[config.mk]
export PLATFORM = sky130hd
export DESIGN_NAME = lpw_low_power_timer_wake_select
export DESIGN_NICKNAME = d
export VERILOG_FILES = /design/src/design/lpw_low_power_timer_wake_select.v /design/src/design/lpw_edge_det.v
export VERILOG_INCLUDE_DIRS = /design/src /design/src/design
export SDC_FILE = /design/constraint.sdc
export NUM_CORES = 1
export LEC_CHECK = 0
export BUFFER_PORTS_ARGS = -buffer_cell sky130_fd_sc_hd__buf_2
export CAP_MARGIN = 10
export CORE_ASPECT_RATIO = 1.2
export CORE_MARGIN = 2
export CORE_UTILIZATION = 55
export DETAILED_ROUTE_END_ITERATION = 10
export PLACE_DENSITY = 0.86
export SYNTH_ARGS = -nofsm -noshare
export SYNTH_HDL_FRONTEND = slang
export SYNTH_HIERARCHICAL = 1
export SYNTH_SLANG_ARGS = --single-unit
[constraint.sdc]
create_clock -name core_clk -period 5.4 [get_ports core_clk]
set_input_delay 1.35 -clock core_clk [delete_from_list [all_inputs] [get_ports core_clk]]
set_output_delay 1.35 -clock core_clk [all_outputs]
set_load 0.03 [all_outputs]
[src/design/lpw_defines.vh]
`ifndef LPW_DEFINES_VH
`define LPW_DEFINES_VH
// Register indices; the byte address is four times the index
`define LPW_ADDR_EDGE 8'hE6
`define LPW_ADDR_WDT 8'hE8
`define LPW_ADDR_CLK 8'hEC
`define LPW_ADDR_FLAGS 8'hF0
`define LPW_ADDR_STAT 8'hF4
`define LPW_ADDR_CMD 8'hF8
// Reset values
`define LPW_EDGE_RST 8'h00
`define LPW_WDT_RST 8'h7F
`define LPW_CLK_RST 8'h00
// Edge select codes per line (2 bits)
`define LPW_EDGE_NONE 2'h0
`define LPW_EDGE_FALL 2'h1
`define LPW_EDGE_RISE 2'h2
`define LPW_EDGE_BOTH 2'h3
// Field positions
`define LPW_WDT_CLR_BIT 7
`define LPW_CLK_WAKE_BIT 6
`define LPW_CLK_RC_BIT 5
`define LPW_CLK_WDTRST_BIT 4
// Flag bits
`define LPW_FLAG_A 0
`define LPW_FLAG_B 1
`define LPW_FLAG_WDT 2
// Command bits
`define LPW_CMD_STOP 0
`define LPW_CMD_IEN 1
// Timing
`define LPW_RESP_CYC 4'hC
`define LPW_RC_DIV 9'h100
`define LPW_RC_HALF 9'h080
`define LPW_BIT_MAX 8'hFF
// AXI responses
`define LPW_RESP_OK 2'h0
`define LPW_RESP_ERR 2'h2
`endif

[src/design/lpw_low_power_timer_wake_select.v]
// The implementer's own choice: register access over AXI4-Lite.
`timescale 1ns/1ns
`default_nettype none
`include "lpw_defines.vh"
// How it works
// Each external line detects rising, falling or both edges per edge select.
// Edge latched into request flag each cycle; acknowledge sees it next cycle.
// At least twelve cycles from request to service start.
// 7-bit watchdog counts interval overflows; flags when equal to compare bits.
// Match posts watchdog interrupt or internal reset per reset-select bit.
// Writing clear bit zeroes counter; clear bit self-clears one cycle later.
// RC mode timeout is 256 RC ticks per compare step plus 128.
// Prescaled mode interval equals compare value times overflow period.
// Stop enters mode by control bits 6,5: 00 stop, 1X wake, 01 RC.
// Stop halts all; wake keeps osc, /2048, timer0; RC runs RC only.
// Low-power modes keep registers and state; CPU resumes after stop.
// Pending request at stop makes stop have no effect.
// Full stop leaves only on reset or external interrupt.
// Wake mode leaves on reset, external interrupt or timer0 overflow.
// Reset exit reinitialises control registers; other exits keep them.
// Non-reset wake vectors when interrupt enable set, else resumes.
// Leaving full stop restarts interval timer, waits for its overflow.
// Software sets prescaler so stabilisation exceeds 20 ms.
// Leaving wake mode resumes at once, no stabilisation.
// Software clocks timer0 from /2048 for wake mode.
// Software writes clock control with whole bytes only.
// Software clears request flags before stop and adds two no-ops.
// Watchdog flag set on match only when reset select is zero.
// RC timeout with reset select one raises internal reset.
// RC mode leaves on reset, external interrupt or RC timeout.
// External inputs are synchronised before edge detection.
module lpw_low_power_timer_wake_select (
	input wire core_clk, // 10 MHz machine clock
	input wire resetn, // Async reset, low
	input wire extIrqLineA, // External line a
	input wire extIrqLineB, // External line b
	input wire intervalOverflow, // Interval timer overflow pulse
	input wire timerAOverflow, // Timer0 overflow pulse
	input wire rcTick, // RC oscillator tick pulse
	input wire stopExec, // CPU executes stop, pulse
	input wire irqAck, // CPU acknowledges vector, pulse
	input wire [1:0] irqAckSel, // 0 line a, 1 line b, 2 watchdog
	input wire [31:0] s_axi_awaddr, // Write address
	input wire s_axi_awvalid, // Write address valid
	output reg s_axi_awready, // Write address ready
	input wire [31:0] s_axi_wdata, // Write data
	input wire [3:0] s_axi_wstrb, // Write strobes
	input wire s_axi_wvalid, // Write data valid
	output reg s_axi_wready, // Write data ready
	output reg [1:0] s_axi_bresp, // Write response
	output reg s_axi_bvalid, // Write response valid
	input wire s_axi_bready, // Write response ready
	input wire [31:0] s_axi_araddr, // Read address
	input wire s_axi_arvalid, // Read address valid
	output reg s_axi_arready, // Read address ready
	output reg [31:0] s_axi_rdata, // Read data
	output reg [1:0] s_axi_rresp, // Read response
	output reg s_axi_rvalid, // Read data valid
	input wire s_axi_rready, // Read data ready
	output reg cpuHalt, // CPU clock held off
	output reg oscRun, // Main oscillator enable
	output reg prescalerRun, // Full prescaler enable
	output reg prescaler2048Run, // /2048 tap enable
	output reg timerARun, // Timer0 enable
	output reg rcOscRun, // RC oscillator enable
	output reg intervalRestart, // Restart interval timer pulse
	output reg irqReq, // Request to CPU after response delay
	output reg irqVector, // Wake vectors (enable set)
	output reg internalReset // Watchdog CPU reset pulse
);
	localparam ST_RUN = 3'h0;
	localparam ST_STOP = 3'h1;
	localparam ST_WAKE = 3'h2;
	localparam ST_RC = 3'h3;
	localparam ST_STAB = 3'h4;
	reg [2:0] state_reg;
	reg [7:0] edgeSel_reg;
	reg [7:0] wdtCmp_reg;
	reg [7:0] clkCtl_reg;
	reg [2:0] flags_reg;
	reg ien_reg;
	reg [6:0] wdtCnt_reg;
	reg [8:0] rcDiv_reg;
	reg rcHalfDone_reg;
	reg [3:0] respCnt_reg;
	reg [2:0] seen_reg;
	reg awHave_reg;
	reg wHave_reg;
	reg [7:0] awIdx_reg;
	reg [31:0] wData_reg;
	reg [3:0] wStrb_reg;
	wire [1:0] hit;
	wire wdtStep;
	wire rcHalfHit;
	wire wdtMatch;
	wire anyFlag;
	wire extEvt;
	wire doWrite;
	reg [31:0] rdVal;
	reg rdOk;
	reg wrOk;
	reg [2:0] flagsNext;
	genvar g;
	generate
		for (g = 0; g < 2; g = g + 1) begin : gLine
			lpw_edge_det uEdge (
				.core_clk(core_clk),
				.resetn(resetn),
				.pinIn(g == 0 ? extIrqLineA : extIrqLineB),
				.edgeSel(edgeSel_reg[2*g+1:2*g]),
				.edgeHit(hit[g])
			);
		end
	endgenerate
	assign extEvt = hit[0] | hit[1];
	assign anyFlag = |flags_reg;
	// RC mode: a half period of 128 ticks only sets the phase
	assign rcHalfHit = state_reg == ST_RC && rcTick && !rcHalfDone_reg &&
		rcDiv_reg == `LPW_RC_HALF - 9'h001;
	// Then one count per 256 RC ticks, so timeout is 256*cmp+128
	assign wdtStep = (state_reg == ST_RC) ?
		(rcTick && rcHalfDone_reg && rcDiv_reg == `LPW_RC_DIV - 9'h001) :
		(state_reg != ST_STOP && intervalOverflow);
	assign wdtMatch = wdtStep && (wdtCnt_reg + 7'h01 == wdtCmp_reg[6:0]);
	assign doWrite = awHave_reg && wHave_reg && !s_axi_bvalid;
	always @* begin
		rdOk = 1'b1;
		rdVal = 32'h0000_0000;
		case (s_axi_araddr[9:2])
		`LPW_ADDR_EDGE: rdVal = {24'h000000, edgeSel_reg};
		`LPW_ADDR_WDT: rdVal = {24'h000000, wdtCmp_reg};
		`LPW_ADDR_CLK: rdVal = {24'h000000, clkCtl_reg};
		`LPW_ADDR_FLAGS: rdVal = {29'h0, flags_reg};
		`LPW_ADDR_STAT: rdVal = {22'h0, state_reg, wdtCnt_reg};
		`LPW_ADDR_CMD: rdVal = {30'h0, ien_reg, 1'b0};
		default: rdOk = 1'b0;
		endcase
	end
	always @* begin
		case (awIdx_reg)
		`LPW_ADDR_EDGE, `LPW_ADDR_WDT, `LPW_ADDR_CLK, `LPW_ADDR_FLAGS,
		`LPW_ADDR_CMD: wrOk = 1'b1;
		default: wrOk = 1'b0;
		endcase
	end
	// Hardware set wins over software clear
	always @* begin
		flagsNext = flags_reg;
		if (doWrite && wrOk && awIdx_reg == `LPW_ADDR_FLAGS && wStrb_reg[0])
			flagsNext = wData_reg[2:0];
		if (irqAck && irqAckSel < 2'h3)
			flagsNext[irqAckSel] = 1'b0;
		if (hit[0])
			flagsNext[`LPW_FLAG_A] = 1'b1;
		if (hit[1])
			flagsNext[`LPW_FLAG_B] = 1'b1;
		if (wdtMatch && !clkCtl_reg[`LPW_CLK_WDTRST_BIT])
			flagsNext[`LPW_FLAG_WDT] = 1'b1;
	end
	always @(posedge core_clk or negedge resetn) begin
		if (!resetn) begin
			s_axi_awready <= 1'b0;
			s_axi_wready <= 1'b0;
			s_axi_bvalid <= 1'b0;
			s_axi_bresp <= `LPW_RESP_OK;
			s_axi_arready <= 1'b0;
			s_axi_rvalid <= 1'b0;
			s_axi_rresp <= `LPW_RESP_OK;
			s_axi_rdata <= 32'h0000_0000;
			awHave_reg <= 1'b0;
			wHave_reg <= 1'b0;
			awIdx_reg <= 8'h00;
			wData_reg <= 32'h0000_0000;
			wStrb_reg <= 4'h0;
		end else begin
			s_axi_awready <= !awHave_reg && s_axi_awvalid && !s_axi_awready;
			s_axi_wready <= !wHave_reg && s_axi_wvalid && !s_axi_wready;
			if (s_axi_awvalid && s_axi_awready) begin
				awHave_reg <= 1'b1;
				awIdx_reg <= s_axi_awaddr[9:2];
			end
			if (s_axi_wvalid && s_axi_wready) begin
				wHave_reg <= 1'b1;
				wData_reg <= s_axi_wdata;
				wStrb_reg <= s_axi_wstrb;
			end
			if (doWrite) begin
				s_axi_bvalid <= 1'b1;
				s_axi_bresp <= wrOk ? `LPW_RESP_OK : `LPW_RESP_ERR;
				awHave_reg <= 1'b0;
				wHave_reg <= 1'b0;
			end else if (s_axi_bvalid && s_axi_bready)
				s_axi_bvalid <= 1'b0;
			s_axi_arready <= s_axi_arvalid && !s_axi_arready && !s_axi_rvalid;
			if (s_axi_arvalid && s_axi_arready) begin
				s_axi_rvalid <= 1'b1;
				s_axi_rdata <= rdVal;
				s_axi_rresp <= rdOk ? `LPW_RESP_OK : `LPW_RESP_ERR;
			end else if (s_axi_rvalid && s_axi_rready)
				s_axi_rvalid <= 1'b0;
		end
	end
	// Control registers; only resetn reinitialises them
	always @(posedge core_clk or negedge resetn) begin
		if (!resetn) begin
			edgeSel_reg <= `LPW_EDGE_RST;
			wdtCmp_reg <= `LPW_WDT_RST;
			clkCtl_reg <= `LPW_CLK_RST;
			ien_reg <= 1'b0;
		end else begin
			if (wdtCmp_reg[`LPW_WDT_CLR_BIT])
				wdtCmp_reg[`LPW_WDT_CLR_BIT] <= 1'b0;
			if (doWrite && wrOk && wStrb_reg[0]) begin
				case (awIdx_reg)
				`LPW_ADDR_EDGE: edgeSel_reg <= wData_reg[7:0];
				`LPW_ADDR_WDT: wdtCmp_reg <= wData_reg[7:0];
				`LPW_ADDR_CLK: clkCtl_reg <= wData_reg[7:0];
				`LPW_ADDR_CMD: ien_reg <= wData_reg[`LPW_CMD_IEN];
				default: ien_reg <= ien_reg;
				endcase
			end
		end
	end
	always @(posedge core_clk or negedge resetn) begin
		if (!resetn)
			flags_reg <= 3'h0;
		else
			flags_reg <= flagsNext;
	end
	// Watchdog counter and RC divider
	always @(posedge core_clk or negedge resetn) begin
		if (!resetn) begin
			wdtCnt_reg <= 7'h00;
			rcDiv_reg <= 9'h000;
			rcHalfDone_reg <= 1'b0;
			internalReset <= 1'b0;
		end else begin
			internalReset <= wdtMatch && clkCtl_reg[`LPW_CLK_WDTRST_BIT];
			if (state_reg != ST_RC) begin
				rcDiv_reg <= 9'h000;
				rcHalfDone_reg <= 1'b0;
			end else if (rcTick) begin
				if (wdtStep || rcHalfHit) begin
					rcDiv_reg <= 9'h000;
					rcHalfDone_reg <= 1'b1;
				end else
					rcDiv_reg <= rcDiv_reg + 9'h001;
			end
			if (wdtCmp_reg[`LPW_WDT_CLR_BIT] || wdtMatch)
				wdtCnt_reg <= 7'h00;
			else if (wdtStep)
				wdtCnt_reg <= wdtCnt_reg + 7'h01;
		end
	end
	// Power state sequencer; registers held throughout, watchdog counter held only in ST_STOP
	always @(posedge core_clk or negedge resetn) begin
		if (!resetn) begin
			state_reg <= ST_RUN;
			intervalRestart <= 1'b0;
			irqVector <= 1'b0;
		end else begin
			intervalRestart <= 1'b0;
			case (state_reg)
			ST_RUN: begin
				if (stopExec && !anyFlag) begin
					if (clkCtl_reg[`LPW_CLK_WAKE_BIT])
						state_reg <= ST_WAKE;
					else if (clkCtl_reg[`LPW_CLK_RC_BIT])
						state_reg <= ST_RC;
					else
						state_reg <= ST_STOP;
				end
			end
			ST_STOP: begin
				if (extEvt) begin
					state_reg <= ST_STAB;
					intervalRestart <= 1'b1;
					irqVector <= ien_reg;
				end
			end
			ST_WAKE: begin
				if (extEvt || timerAOverflow) begin
					state_reg <= ST_RUN;
					irqVector <= ien_reg;
				end
			end
			ST_RC: begin
				if (extEvt || wdtMatch) begin
					state_reg <= ST_STAB;
					intervalRestart <= 1'b1;
					irqVector <= ien_reg;
				end
			end
			ST_STAB: begin
				if (intervalOverflow)
					state_reg <= ST_RUN;
			end
			default: state_reg <= ST_RUN;
			endcase
		end
	end
	// Clock gating outputs per mode
	always @(posedge core_clk or negedge resetn) begin
		if (!resetn) begin
			cpuHalt <= 1'b0;
			oscRun <= 1'b1;
			prescalerRun <= 1'b1;
			prescaler2048Run <= 1'b1;
			timerARun <= 1'b1;
			rcOscRun <= 1'b0;
		end else begin
			cpuHalt <= state_reg != ST_RUN;
			oscRun <= state_reg != ST_STOP && state_reg != ST_RC;
			prescalerRun <= state_reg == ST_RUN || state_reg == ST_STAB;
			prescaler2048Run <= state_reg != ST_STOP && state_reg != ST_RC;
			timerARun <= state_reg == ST_RUN || state_reg == ST_WAKE;
			rcOscRun <= state_reg == ST_RC;
		end
	end
	// Request delay: a flag must stand twelve cycles before the CPU sees it
	always @(posedge core_clk or negedge resetn) begin
		if (!resetn) begin
			respCnt_reg <= 4'h0;
			seen_reg <= 3'h0;
			irqReq <= 1'b0;
		end else begin
			seen_reg <= flags_reg;
			if (!anyFlag || state_reg != ST_RUN) begin
				respCnt_reg <= 4'h0;
				irqReq <= 1'b0;
			end else if (|(flags_reg & ~seen_reg)) begin
				respCnt_reg <= 4'h1;
				irqReq <= 1'b0;
			end else if (respCnt_reg < `LPW_RESP_CYC)
				respCnt_reg <= respCnt_reg + 4'h1;
			else
				irqReq <= ien_reg;
		end
	end
endmodule // lpw_low_power_timer_wake_select
`default_nettype wire

[src/design/lpw_edge_det.v]
`timescale 1ns/1ns
`default_nettype none
`include "lpw_defines.vh"
// Synchroniser plus selectable edge detector for one interrupt line
module lpw_edge_det (
	input wire core_clk, // Clock
	input wire resetn, // Async reset, low
	input wire pinIn, // Raw line
	input wire [1:0] edgeSel, // Edge mode
	output reg edgeHit // One-cycle detect
);
	reg sync1_reg;
	reg sync2_reg;
	reg prev_reg;
	wire rise;
	wire fall;
	assign rise = sync2_reg & ~prev_reg;
	assign fall = ~sync2_reg & prev_reg;
	always @(posedge core_clk or negedge resetn) begin
		if (!resetn) begin
			sync1_reg <= 1'b0;
			sync2_reg <= 1'b0;
			prev_reg <= 1'b0;
			edgeHit <= 1'b0;
		end else begin
			sync1_reg <= pinIn;
			sync2_reg <= sync1_reg;
			prev_reg <= sync2_reg;
			case (edgeSel)
			`LPW_EDGE_FALL: edgeHit <= fall;
			`LPW_EDGE_RISE: edgeHit <= rise;
			`LPW_EDGE_BOTH: edgeHit <= rise | fall;
			default: edgeHit <= 1'b0;
			endcase
		end
	end
endmodule // lpw_edge_det
`default_nettype wire

==> metrics.txt, run 1 <==
GRT Overall Usage 0.2127; Yosys top cell by area dfrtp_1; Inserted Diodes 0; Hold Path Class flop to flop; Slew @ Worst Pin 959.5 ps; Routed Antenna Nets 0; synth unique cells 62; initial antenna violation count 0; status completed; Buffers on Ports 67; largest net degree at the start of global routing 79; # Post-CTS Setup Buffers 0; Yosys reg bits 108; EDFF count, synth 0; WP data arrival 3110 ps; post-DR wirelength/cell 15.67 microns; Die Wd 91.84 microns; CTS Buf Count 9; Critical Path Sink Type flop; detailed placement HPWL 7379 microns; hold path cells 0; post-synth top area share 0.4816; core area 9034 sq um; DR vias 3,607; P per Cell Area 399.9 nW/um^2; Critical Path RT 5710 ps; Max H-tree Level 3; FMAX 356.3 MHz; Syn Std Cell Area 5092 sq um; synth warn 6; TritonCTS Sinks 108; synthesized instance count 450; vias in the first global route 3,498; RSZ-0062 raised after global routing no; root buffer selected by CTS clkbuf_8; drt total wl 10,080 microns; maxcap violations 0; GR Overflow Total 0; first-pass GRT wire length 16,640 microns; Residual DRC 0; area delta synth->final 11.08%; critical path class primary input to flop; Top Ports 167; Final Skew 10.33 ps; CTS clk-pin slew, worst paths 100 ps; CP Max Fanout 8; final setup vio count 0; Slew Viols, Final 0; first-iteration detailed-routing DRC count 220; Post-synth ARST share 1.000; Largest register FFs 10; CTS tree yes; Die Ht 109.4 microns; post-route setup TNS 0 ps; total power 2.262 mW; Avg Inst Size Synth 11.32 sq um; Rows 38; clock buffer depth 2; Post-CTS Hold Buffers 0; die area 10,050 sq um; pre-CTS setup slack 2211 ps; final count of hold timing violations 0; period utilization 0.5198; fin nets 642; ranking of synthesized cells by area dfrtp_1 48%, mux2_2 9.3%, dfstp_2 5.2%; post-layout min period 2807 ps; Worst R2R Path Depth 10; Leakage 2.677 nW; Primary FF master, synth dfrtp_1; Vias/cell 5.610; Starting Density 0.5637; Clk Latency, worst-skew pair 360 ps; Final WS setup 2593 ps; share of cells above drive strength 1 0.2849; Detailed Routing Iterations Pass 1 5; VDD IR-drop max 0.2638 mV; max_slew headroom 0.3604; GPL Wtd Cong 0.8307; post_cts resized 0; critical path launch point type primary input; register area share after synthesis 0.5332
==> per-layer routing <==
layer  wire [microns]  track usage  vias to the layer above  share of wire
li1                 -            -                     1669              -
met1             4310       0.2769                     1766           0.43
met2             4954       0.3571                      155           0.49
met3              640      0.03907                       17          0.063
met4              172      0.08422                        0          0.017
met5                0            0                        -              0
==> layout by cell type (no fill, tap or decap), types with 4 or more instances in the layout <==
master and instances:
dfrtp_1 98, buf_2 66, mux2_2 42, nor2_1 37, nand2_1 37, conb_1 24, inv_1 16, a21oi_1 14
xor2_1 12, xnor2_1 10, o21ai_0 10, a22oi_1 10, clkbuf_8 10, dfstp_2 10, a21o_1 8, nor2b_1 8
ha_1 8, nand3_1 7, o21ai_1 7, nand2b_1 6, nor3b_1 6, nor3_1 6, nand4_1 5, mux2i_1 5
nand3b_1 4
==> cells in the mapped netlist (10+ instances only) <==
cell type and number:
dfrtp_1 98, dfstp_2 10, inv_1 16, buf_4 25, nor2_1 37, o21ai_0 10, a22oi_1 10, xor2_1 12
mux2_2 42, nand2_1 37, xnor2_1 10, a21oi_1 14
==> through the flow <==
stage	cell area, sq um	hold WS, ps	util	cells
global placement	5449	334.5	0.6032	627
global route	5657	365.2	0.6262	643
floorplan	5179	331.2	-	473
CTS	5657	359.9	0.6262	643
finish	5657	358.3	0.6262	643
detailed placement	5449	337.2	0.6032	627
==> power by group <==
group / switching [mW] / internal [mW] / leakage (nW)
registers: 0.170 / 0.979 / 1.39
clock network: 0.275 / 0.230 / 0.0955
logic: 0.363 / 0.245 / 1.19
==> worst max-delay path: stages <==
cell     delay [ps]
buf_2           120
or4b_1          580
nor3_2          510
a32oi_1         150
a21oi_1         270
a21o_1          120
==> final cells by class <==
cell class,instances,area (sq um)
clock inverter,6,70.07
multi-input combinational,314,2175
clock buffer,10,137.6
timing repair buffer,68,345.3
fill,727,3377
sequential,108,2715
tap,120,150.1
inverter,17,63.81
==> kinds of logic after synthesis <==
| family | count (synthesis) | share of synthesized area |
|---|---|---|
| AOI/OAI and AO/OA | 74 | 0.1000 |
| xor gates and xnor gates | 22 | 0.03784 |
| adders and majority gates | 8 | 0.01966 |
| buffers and inverters | 51 | 0.05676 |
| DFF | 108 | 0.5332 |
| muxes | 47 | 0.1027 |
| other | 1 | 0.0007364 |
| and+or+nand+nor | 139 | 0.1491 |
==> worst paths after layout <==
path | from | end | slack [ps]
min in group asynchronous | resetn | awIdx_reg[7] | 1120
worst min register to register | gLine[0].uEdge/sync1_reg | gLine[0].uEdge/sync2_reg | 360
worst max-delay path | s_axi_araddr[3] | s_axi_rdata[0] | 2590
worst max register to register | rcDiv_reg[0] | wdtCnt_reg[0] | 2690
max in group asynchronous | resetn | wdtCmp_reg[3] | 3260
worst min-delay path | gLine[0].uEdge/sync1_reg | gLine[0].uEdge/sync2_reg | 360
(Power assumes the default switching activity.)
==> run 2, diff against run 1 <==
--- a/config.mk
+++ b/config.mk
@@ -6,13 +6,14 @@
 export SDC_FILE = /design/constraint.sdc
 export NUM_CORES = 1
 export LEC_CHECK = 0
+export ABC_AREA = 1
 export BUFFER_PORTS_ARGS = -buffer_cell sky130_fd_sc_hd__buf_2
 export CAP_MARGIN = 10
 export CORE_ASPECT_RATIO = 1.2
 export CORE_MARGIN = 2
-export CORE_UTILIZATION = 55
+export CORE_UTILIZATION = 46
 export DETAILED_ROUTE_END_ITERATION = 10
-export PLACE_DENSITY = 0.86
+export PLACE_DENSITY = 0.76
 export SYNTH_ARGS = -nofsm -noshare
 export SYNTH_HDL_FRONTEND = slang
 export SYNTH_HIERARCHICAL = 1
==> constraint.sdc (replaced) <==
create_clock -name core_clk -period 2.3 [get_ports core_clk]
set_input_delay 0.575 -clock core_clk [delete_from_list [all_inputs] [get_ports core_clk]]
set_output_delay 0.575 -clock core_clk [all_outputs]
set_load 0.03 [all_outputs]
==> run 2 against run 1 <==
Against the previous run: synthesized area grew 4.3%; highest routed layer unchanged; setup slack lost 2600 ps; largest cell class unchanged; combinational power grew 140%.
==> metrics.txt, run 2 <==
Crit path largest cell delay 380 ps (-200 ps); Final WS setup 6.648 ps (-2587 ps); TritonCTS Sinks 108 (unchanged); Avg Inst Size Synth 8.284 sq um (-27%); GRT Overall Usage 0.1899 (-0.02278); final count of hold timing violations 0 (unchanged); Largest register FFs 10 (unchanged); Critical Path Sink Type flop; total power 5.519 mW (+140%); first-iteration detailed-routing DRC count 226 (+2.7%); root buffer selected by CTS clkbuf_16; P per Cell Area 897.6 nW/um^2 (+120%); ranking of synthesized cells by area dfrtp_1 46%, nand2_1 12%, inv_1 7.0%; CTS tree yes; Yosys top cell by area dfrtp_1; Routed Antenna Nets 0 (unchanged); critical path's top delay family simple AND/OR/NAND/NOR gates; DR vias 4,312 (+20%); maxcap violations 0 (unchanged); die area 12,420 sq um (+24%); critical path launch point type flop; post-DR wirelength/cell 12.77 microns (-19%); Final Non-Filler Cells 881 (+37%); Hold Path Class primary input to async pin; WP data arrival 2540 ps (-570 ps); dpl cells 862 (+37%); Buffers on Ports 67 (unchanged); Slew Viols, Final 0 (unchanged); post-layout min period 2293 ps; most frequent cells after synthesis 167 x nand2_1, 99 x inv_1, 98 x dfrtp_1; Primary FF master, synth dfrtp_1; EDFF count, synth 0 (unchanged); Clk Latency, worst-skew pair 350 ps (about the same); register area share after synthesis 0.5113 (-0.02186); GPL Wtd Cong 0.9607 (+16%); Starting Density 0.4656 (-0.09816); initial antenna violation count 0 (unchanged); Critical Path, Cell by Cell ha_2 > nand2_2 > nor2_2 > nand2_2 > nor3_2 > ha_2 > nand3_2 > nor2_4 > nor2_4 > nor2_2 > nand2_1 > nor2_2 > nand2_2 > inv_2 > or2_4 > nor2_1; slowest library cell on the worst path dfrtp_1; Rows 43 (+13%); Top Ports 167 (unchanged); RSZ-0062 raised after global routing yes; Inserted Diodes 0 (unchanged); first-pass GRT wire length 18,550 microns (+12%); clock buffer depth 2 (unchanged); GR Overflow Total 0 (unchanged); CTS clk-pin slew, worst paths 70 ps (-30 ps); fin nets 843 (+31%); final core occ 0.5391 (-0.08713); drt total wl 11,250 microns (+12%); VDD IR-drop max 0.4125 mV (+56%); post-synth top area share 0.4618 (-0.01974); Yosys reg bits 108 (unchanged); share of cells above drive strength 1 0.1989 (-0.08600); vias in the first global route 4,069 (+16%); worst path bufs/invs 1 (unchanged); pre-CTS setup slack -40.25 ps (-2252 ps); commonest cells after routing, fill and taps aside 162 x nand2_1, 98 x inv_1, 98 x dfrtp_1; largest net degree at the start of global routing 42 (-47%); Leakage 3.151 nW (+18%); Critical Path RT 2540 ps (-3170 ps); synth warn 6 (unchanged); detailed placement HPWL 8538 microns (+16%); Final Skew 8.001 ps (-2.331 ps); Residual DRC 0 (unchanged); Syn Std Cell Area 5310 sq um (+4.3%); CTS Buf Count 9 (unchanged); Detailed Routing Iterations Pass 1 5 (unchanged); Die Ht 121.7 microns (+11%); most frequent cell after synthesis nand2_1; Die Wd 102.1 microns (+11%); core area 11,410 sq um (+26%); Vias/cell 4.894 (-13%); final setup vio count 0 (unchanged); critical path class flop to flop; area delta synth->final 15.79%; commonest non-fill, non-tap cell in the layout nand2_1; fillers 1,033 (+42%); CP Max Fanout 5 (-3); FMAX 436.0 MHz; Max H-tree Level 3 (unchanged); synthesized instance count 641 (+42%); Post-synth ARST share 1.000 (unchanged); status completed; post-route setup TNS 0 ps (unchanged); period utilization 0.9971; synth unique cells 43 (-31%); Post-CTS Hold Buffers 0 (unchanged)
## run 2: cell type report
class | instances | area, sq um | area share
clock buffers | 10 | 239.0 | 0.03887
inverters | 103 | 386.6 | 0.06288
repair buffers | 76 | 417.9 | 0.06797
clock inverters | 6 | 70.07 | 0.01140
well taps | 157 | 196.4 | 0.03195
multi-input cells | 421 | 2123 | 0.3453
flip-flops and latches | 108 | 2715 | 0.4416
## run 2: final timing paths
kind                                               start                        to  slack (ps)  depth (start not counted)
worst min register to register  gLine[1].uEdge/sync1_reg  gLine[1].uEdge/sync2_reg         350                          0
worst max register to register              rcDiv_reg[1]             wdtCnt_reg[4]           7                         16
worst min-delay path                              resetn             clkCtl_reg[4]         130                          1
worst max-delay path                        rcDiv_reg[1]             wdtCnt_reg[4]           7                         16
max in group asynchronous                         resetn              awIdx_reg[1]        1520                          2
min in group core_clk                        extIrqLineA  gLine[0].uEdge/sync1_reg         330                          1
## run 2: cell families (layout without fill, tap and decap cells)
family | Yosys count | count (layout) | synth area share
compound gates | 88 | 88 | 0.1006
buf+inv | 135 | 195 | 0.1164
simple gates | 296 | 296 | 0.2439
fa+ha+maj | 8 | 8 | 0.01885
flops | 108 | 108 | 0.5113
other cells | 1 | 24 | 0.0007062
xor+xnor | 5 | 5 | 0.008248
## run 2: metrics by stage
| stage | instance area, sq um | hold slack (ps) |
|---|---|---|
| after floorplan | 5396 | 279.4 |
| after global placement | 5757 | 336.0 |
| after detailed placement | 5757 | 337.2 |
| after CTS | 6083 | 134.2 |
| after global routing | 6148 | 152.9 |
| final | 6148 | 134.9 |
## run 2: what timing repair did
item / in CTS / in global routing
gates resized for setup: 3 / 16
endpoints found under the setup margin: 10 / 15
buffers inserted: 1 / 2
pin swaps: 1 / 13
## run 2: metal layers
layer	GRT usage	up-vias	part of all wire
met4	0.07167	0	0.023
li1	-	2149	-
met1	0.2562	2007	0.46
met2	0.3043	131	0.47
met3	0.03557	25	0.050
met5	0	-	0
## run 2: power breakdown
part           switching (mW)  internal, mW  leakage, nW  total, mW
registers               0.228          2.25         1.40       2.47
logic                    1.02         0.442         1.61       1.47
clock network           0.699         0.882        0.142       1.58
==> run 3, diff against run 2 <==
--- a/config.mk
+++ b/config.mk
@@ -6,14 +6,13 @@
 export SDC_FILE = /design/constraint.sdc
 export NUM_CORES = 1
 export LEC_CHECK = 0
-export ABC_AREA = 1
 export BUFFER_PORTS_ARGS = -buffer_cell sky130_fd_sc_hd__buf_2
 export CAP_MARGIN = 10
 export CORE_ASPECT_RATIO = 1.2
 export CORE_MARGIN = 2
 export CORE_UTILIZATION = 46
 export DETAILED_ROUTE_END_ITERATION = 10
-export PLACE_DENSITY = 0.76
+export PLACE_DENSITY = 0.77
 export SYNTH_ARGS = -nofsm -noshare
 export SYNTH_HDL_FRONTEND = slang
 export SYNTH_HIERARCHICAL = 1
==> run 3 against run 2 <==
Against the previous run: sequential share of layout area grew 0.56 points; largest cell class unchanged; sequential power grew 8.5%; first-iteration DRC count shrank 18%; count of clock-buffer cells in the layout is the same; highest routed layer unchanged; critical endpoint is now irqVector; non-clock buffer count grew 14; routed wire length shrank 5.1%; critical path depth shrank 6; setup slack is essentially flat; design area shrank 1.2%.
==> metrics.txt, run 3 (synthesis gave the netlist of run 1 again) <==
share of cells above drive strength 1 0.3284 (+0.1295); Final Non-Filler Cells 677 (-23%); Leakage 2.884 nW (-8.5%); root buffer selected by CTS clkbuf_16; Final WS setup 7.090 ps (+0.4419 ps); vias in the first global route 3,699 (-9.1%); maxcap violations 0 (unchanged); commonest cells after routing, fill and taps aside 98 x dfrtp_1, 66 x buf_2, 42 x mux2_2; final core occ 0.5555 (+0.01647); CP Depth 10 (-6); clock buffer depth 2 (unchanged); TritonCTS Sinks 108 (unchanged); Slew Viols, Final 0 (unchanged); core area 10,930 sq um (-4.2%); Top Ports 167 (unchanged); die area 11,930 sq um (-3.9%); GR Overflow Total 0 (unchanged); first-iteration detailed-routing DRC count 185 (-18%); Die Wd 100.1 microns (-2.0%); status completed; critical path class flop to flop; RSZ-0062 raised after global routing yes; DR vias 3,618 (-16%); reg2reg setup slack 7 ps (about the same); Crit path largest cell delay 350 ps (-30 ps); Critical Path Sink Type flop; final count of hold timing violations 0 (unchanged); fillers 933 (-9.7%); slowest library cell on the worst path dfrtp_1; commonest non-fill, non-tap cell in the layout dfrtp_1; CP Max Fanout 4 (-1); Hold Path Class primary input to async pin; Buffers on Ports 67 (unchanged); Detailed Routing Iterations Pass 1 4 (-1); Critical Path, Cell by Cell ha_2 > and3_4 > nand4_1 > nor2_1 > ha_2 > nand3_4 > o2bb2ai_4 > nand4_4 > o2111a_1 > a311o_1; Worst R2R Path Depth 10 (-6); GPL Wtd Cong 0.8510 (-11%); worst path bufs/invs 0 (-1); critical path's top delay family compound AO/OA/AOI/OAI gates; post-route setup TNS 0 ps (unchanged); Slew @ Worst Pin 724.5 ps; P per Cell Area 1010 nW/um^2 (+13%); final setup vio count 0 (unchanged); detailed placement HPWL 7818 microns (-8.4%); Final Skew 6.820 ps (-1.181 ps); Max H-tree Level 3 (unchanged); post-DR wirelength/cell 15.77 microns (+24%); GRT Overall Usage 0.1877 (-0.002220); Inserted Diodes 0 (unchanged); max_slew headroom 0.5149; Starting Density 0.4659 (about the same); area delta synth->final 19.24%; Routed Antenna Nets 0 (unchanged); dpl cells 656 (-24%); pre-CTS setup slack 21.83 ps (+62.07 ps); fin nets 664 (-21%); Critical Path RT 2520 ps (-20 ps); Vias/cell 5.344 (+9.2%); post-layout min period 2293 ps (-0.4419 ps); VDD IR-drop max 0.6210 mV (+51%); WP data arrival 2520 ps (-20 ps); Post-CTS Hold Buffers 0 (unchanged); Largest register FFs 10 (unchanged); Rows 42 (-2.3%); Die Ht 119.3 microns (-2.0%); CTS clk-pin slew, worst paths 70 ps (about the same); period utilization 0.9969 (about the same); first-pass GRT wire length 17,750 microns (-4.4%); CTS tree yes; critical path launch point type flop; initial antenna violation count 0 (unchanged); drt total wl 10,680 microns (-5.1%); Clk Latency, worst-skew pair 340 ps (about the same); largest net degree at the start of global routing 47 (+12%); FMAX 436.1 MHz (about the same); Residual DRC 0 (unchanged); CTS Buf Count 9 (unchanged); Critical Path Most Common Cell ha_2
[run 3: cell types whose count changed in the layout (fill, tap and decap cells not counted), sizes merged, moves of 9 or more]
cell,before,now
mux2,0,42
o21ai,62,17
nand3,46,8
xor2,3,12
buf,76,90
nand2,170,37
inv,103,18
nor2,59,37
a22oi,0,10
[run 3: cell type report]
cell class | instances | area (sq um) | area share
clock inverter | 6 | 133.9 | 0.02205
multi-input combinational | 314 | 2228 | 0.3670
clock buffer | 10 | 239.0 | 0.03936
inverter | 17 | 63.81 | 0.01051
sequential | 108 | 2715 | 0.4471
tap | 132 | 165.2 | 0.02720
timing repair buffer | 90 | 526.8 | 0.08675
[run 3: path summary, 6_finish.rpt]
check,from,endpoint
min in group core_clk,extIrqLineA,gLine[0].uEdge/sync1_reg
max reg2reg,rcDiv_reg[0],irqVector
max,rcDiv_reg[0],irqVector
max in group asynchronous,resetn,wdtCmp_reg[3]
min reg2reg,gLine[0].uEdge/sync1_reg,gLine[0].uEdge/sync2_reg
min,resetn,rcDiv_reg[7]
[run 3: timing repair]
item / CTS / global route
gates resized for setup: 0 / 12
buffers inserted: 0 / 5
endpoints found under the setup margin: 0 / 12
[run 3: worst reg2reg max path, delay by kind of cell, from the launching register on]
kind | cells | cell delay (ps)
compound gates | 3 | 730
fa+ha+maj | 2 | 400
flops | 1 | 350
simple gates | 5 | 680
[run 3: routing by layer]
metal / global-route usage / wire, microns / vias to the layer above
li1: - / - / 1721
met1: 0.2403 / 4535 / 1783
met2: 0.3155 / 5521 / 102
met3: 0.04108 / 495 / 12
met4: 0.06250 / 127 / 0
met5: 0 / 0 / -
[run 3: power breakdown]
part	switching, mW	leakage [nW]	total, mW	internal [mW]
clock	0.684	0.183	1.89	1.21
combinational	0.913	1.31	1.56	0.647
sequential	0.380	1.39	2.68	2.30
[run 3: through the flow]
| step | area (sq um) | hold slack (ps) | total power, mW |
|---|---|---|---|
| 3_5_place_dp | 5604 | 336.2 | 4.205 |
| 3_3_place_gp | 5604 | 333.5 | 4.103 |
| 5_1_grt | 6072 | 192.0 | 6.454 |
| 2_1_floorplan | 5179 | 279.4 | 3.751 |
| 6_report | 6072 | 163.0 | 6.132 |
| 4_1_cts | 5977 | 175.7 | 6.090 |
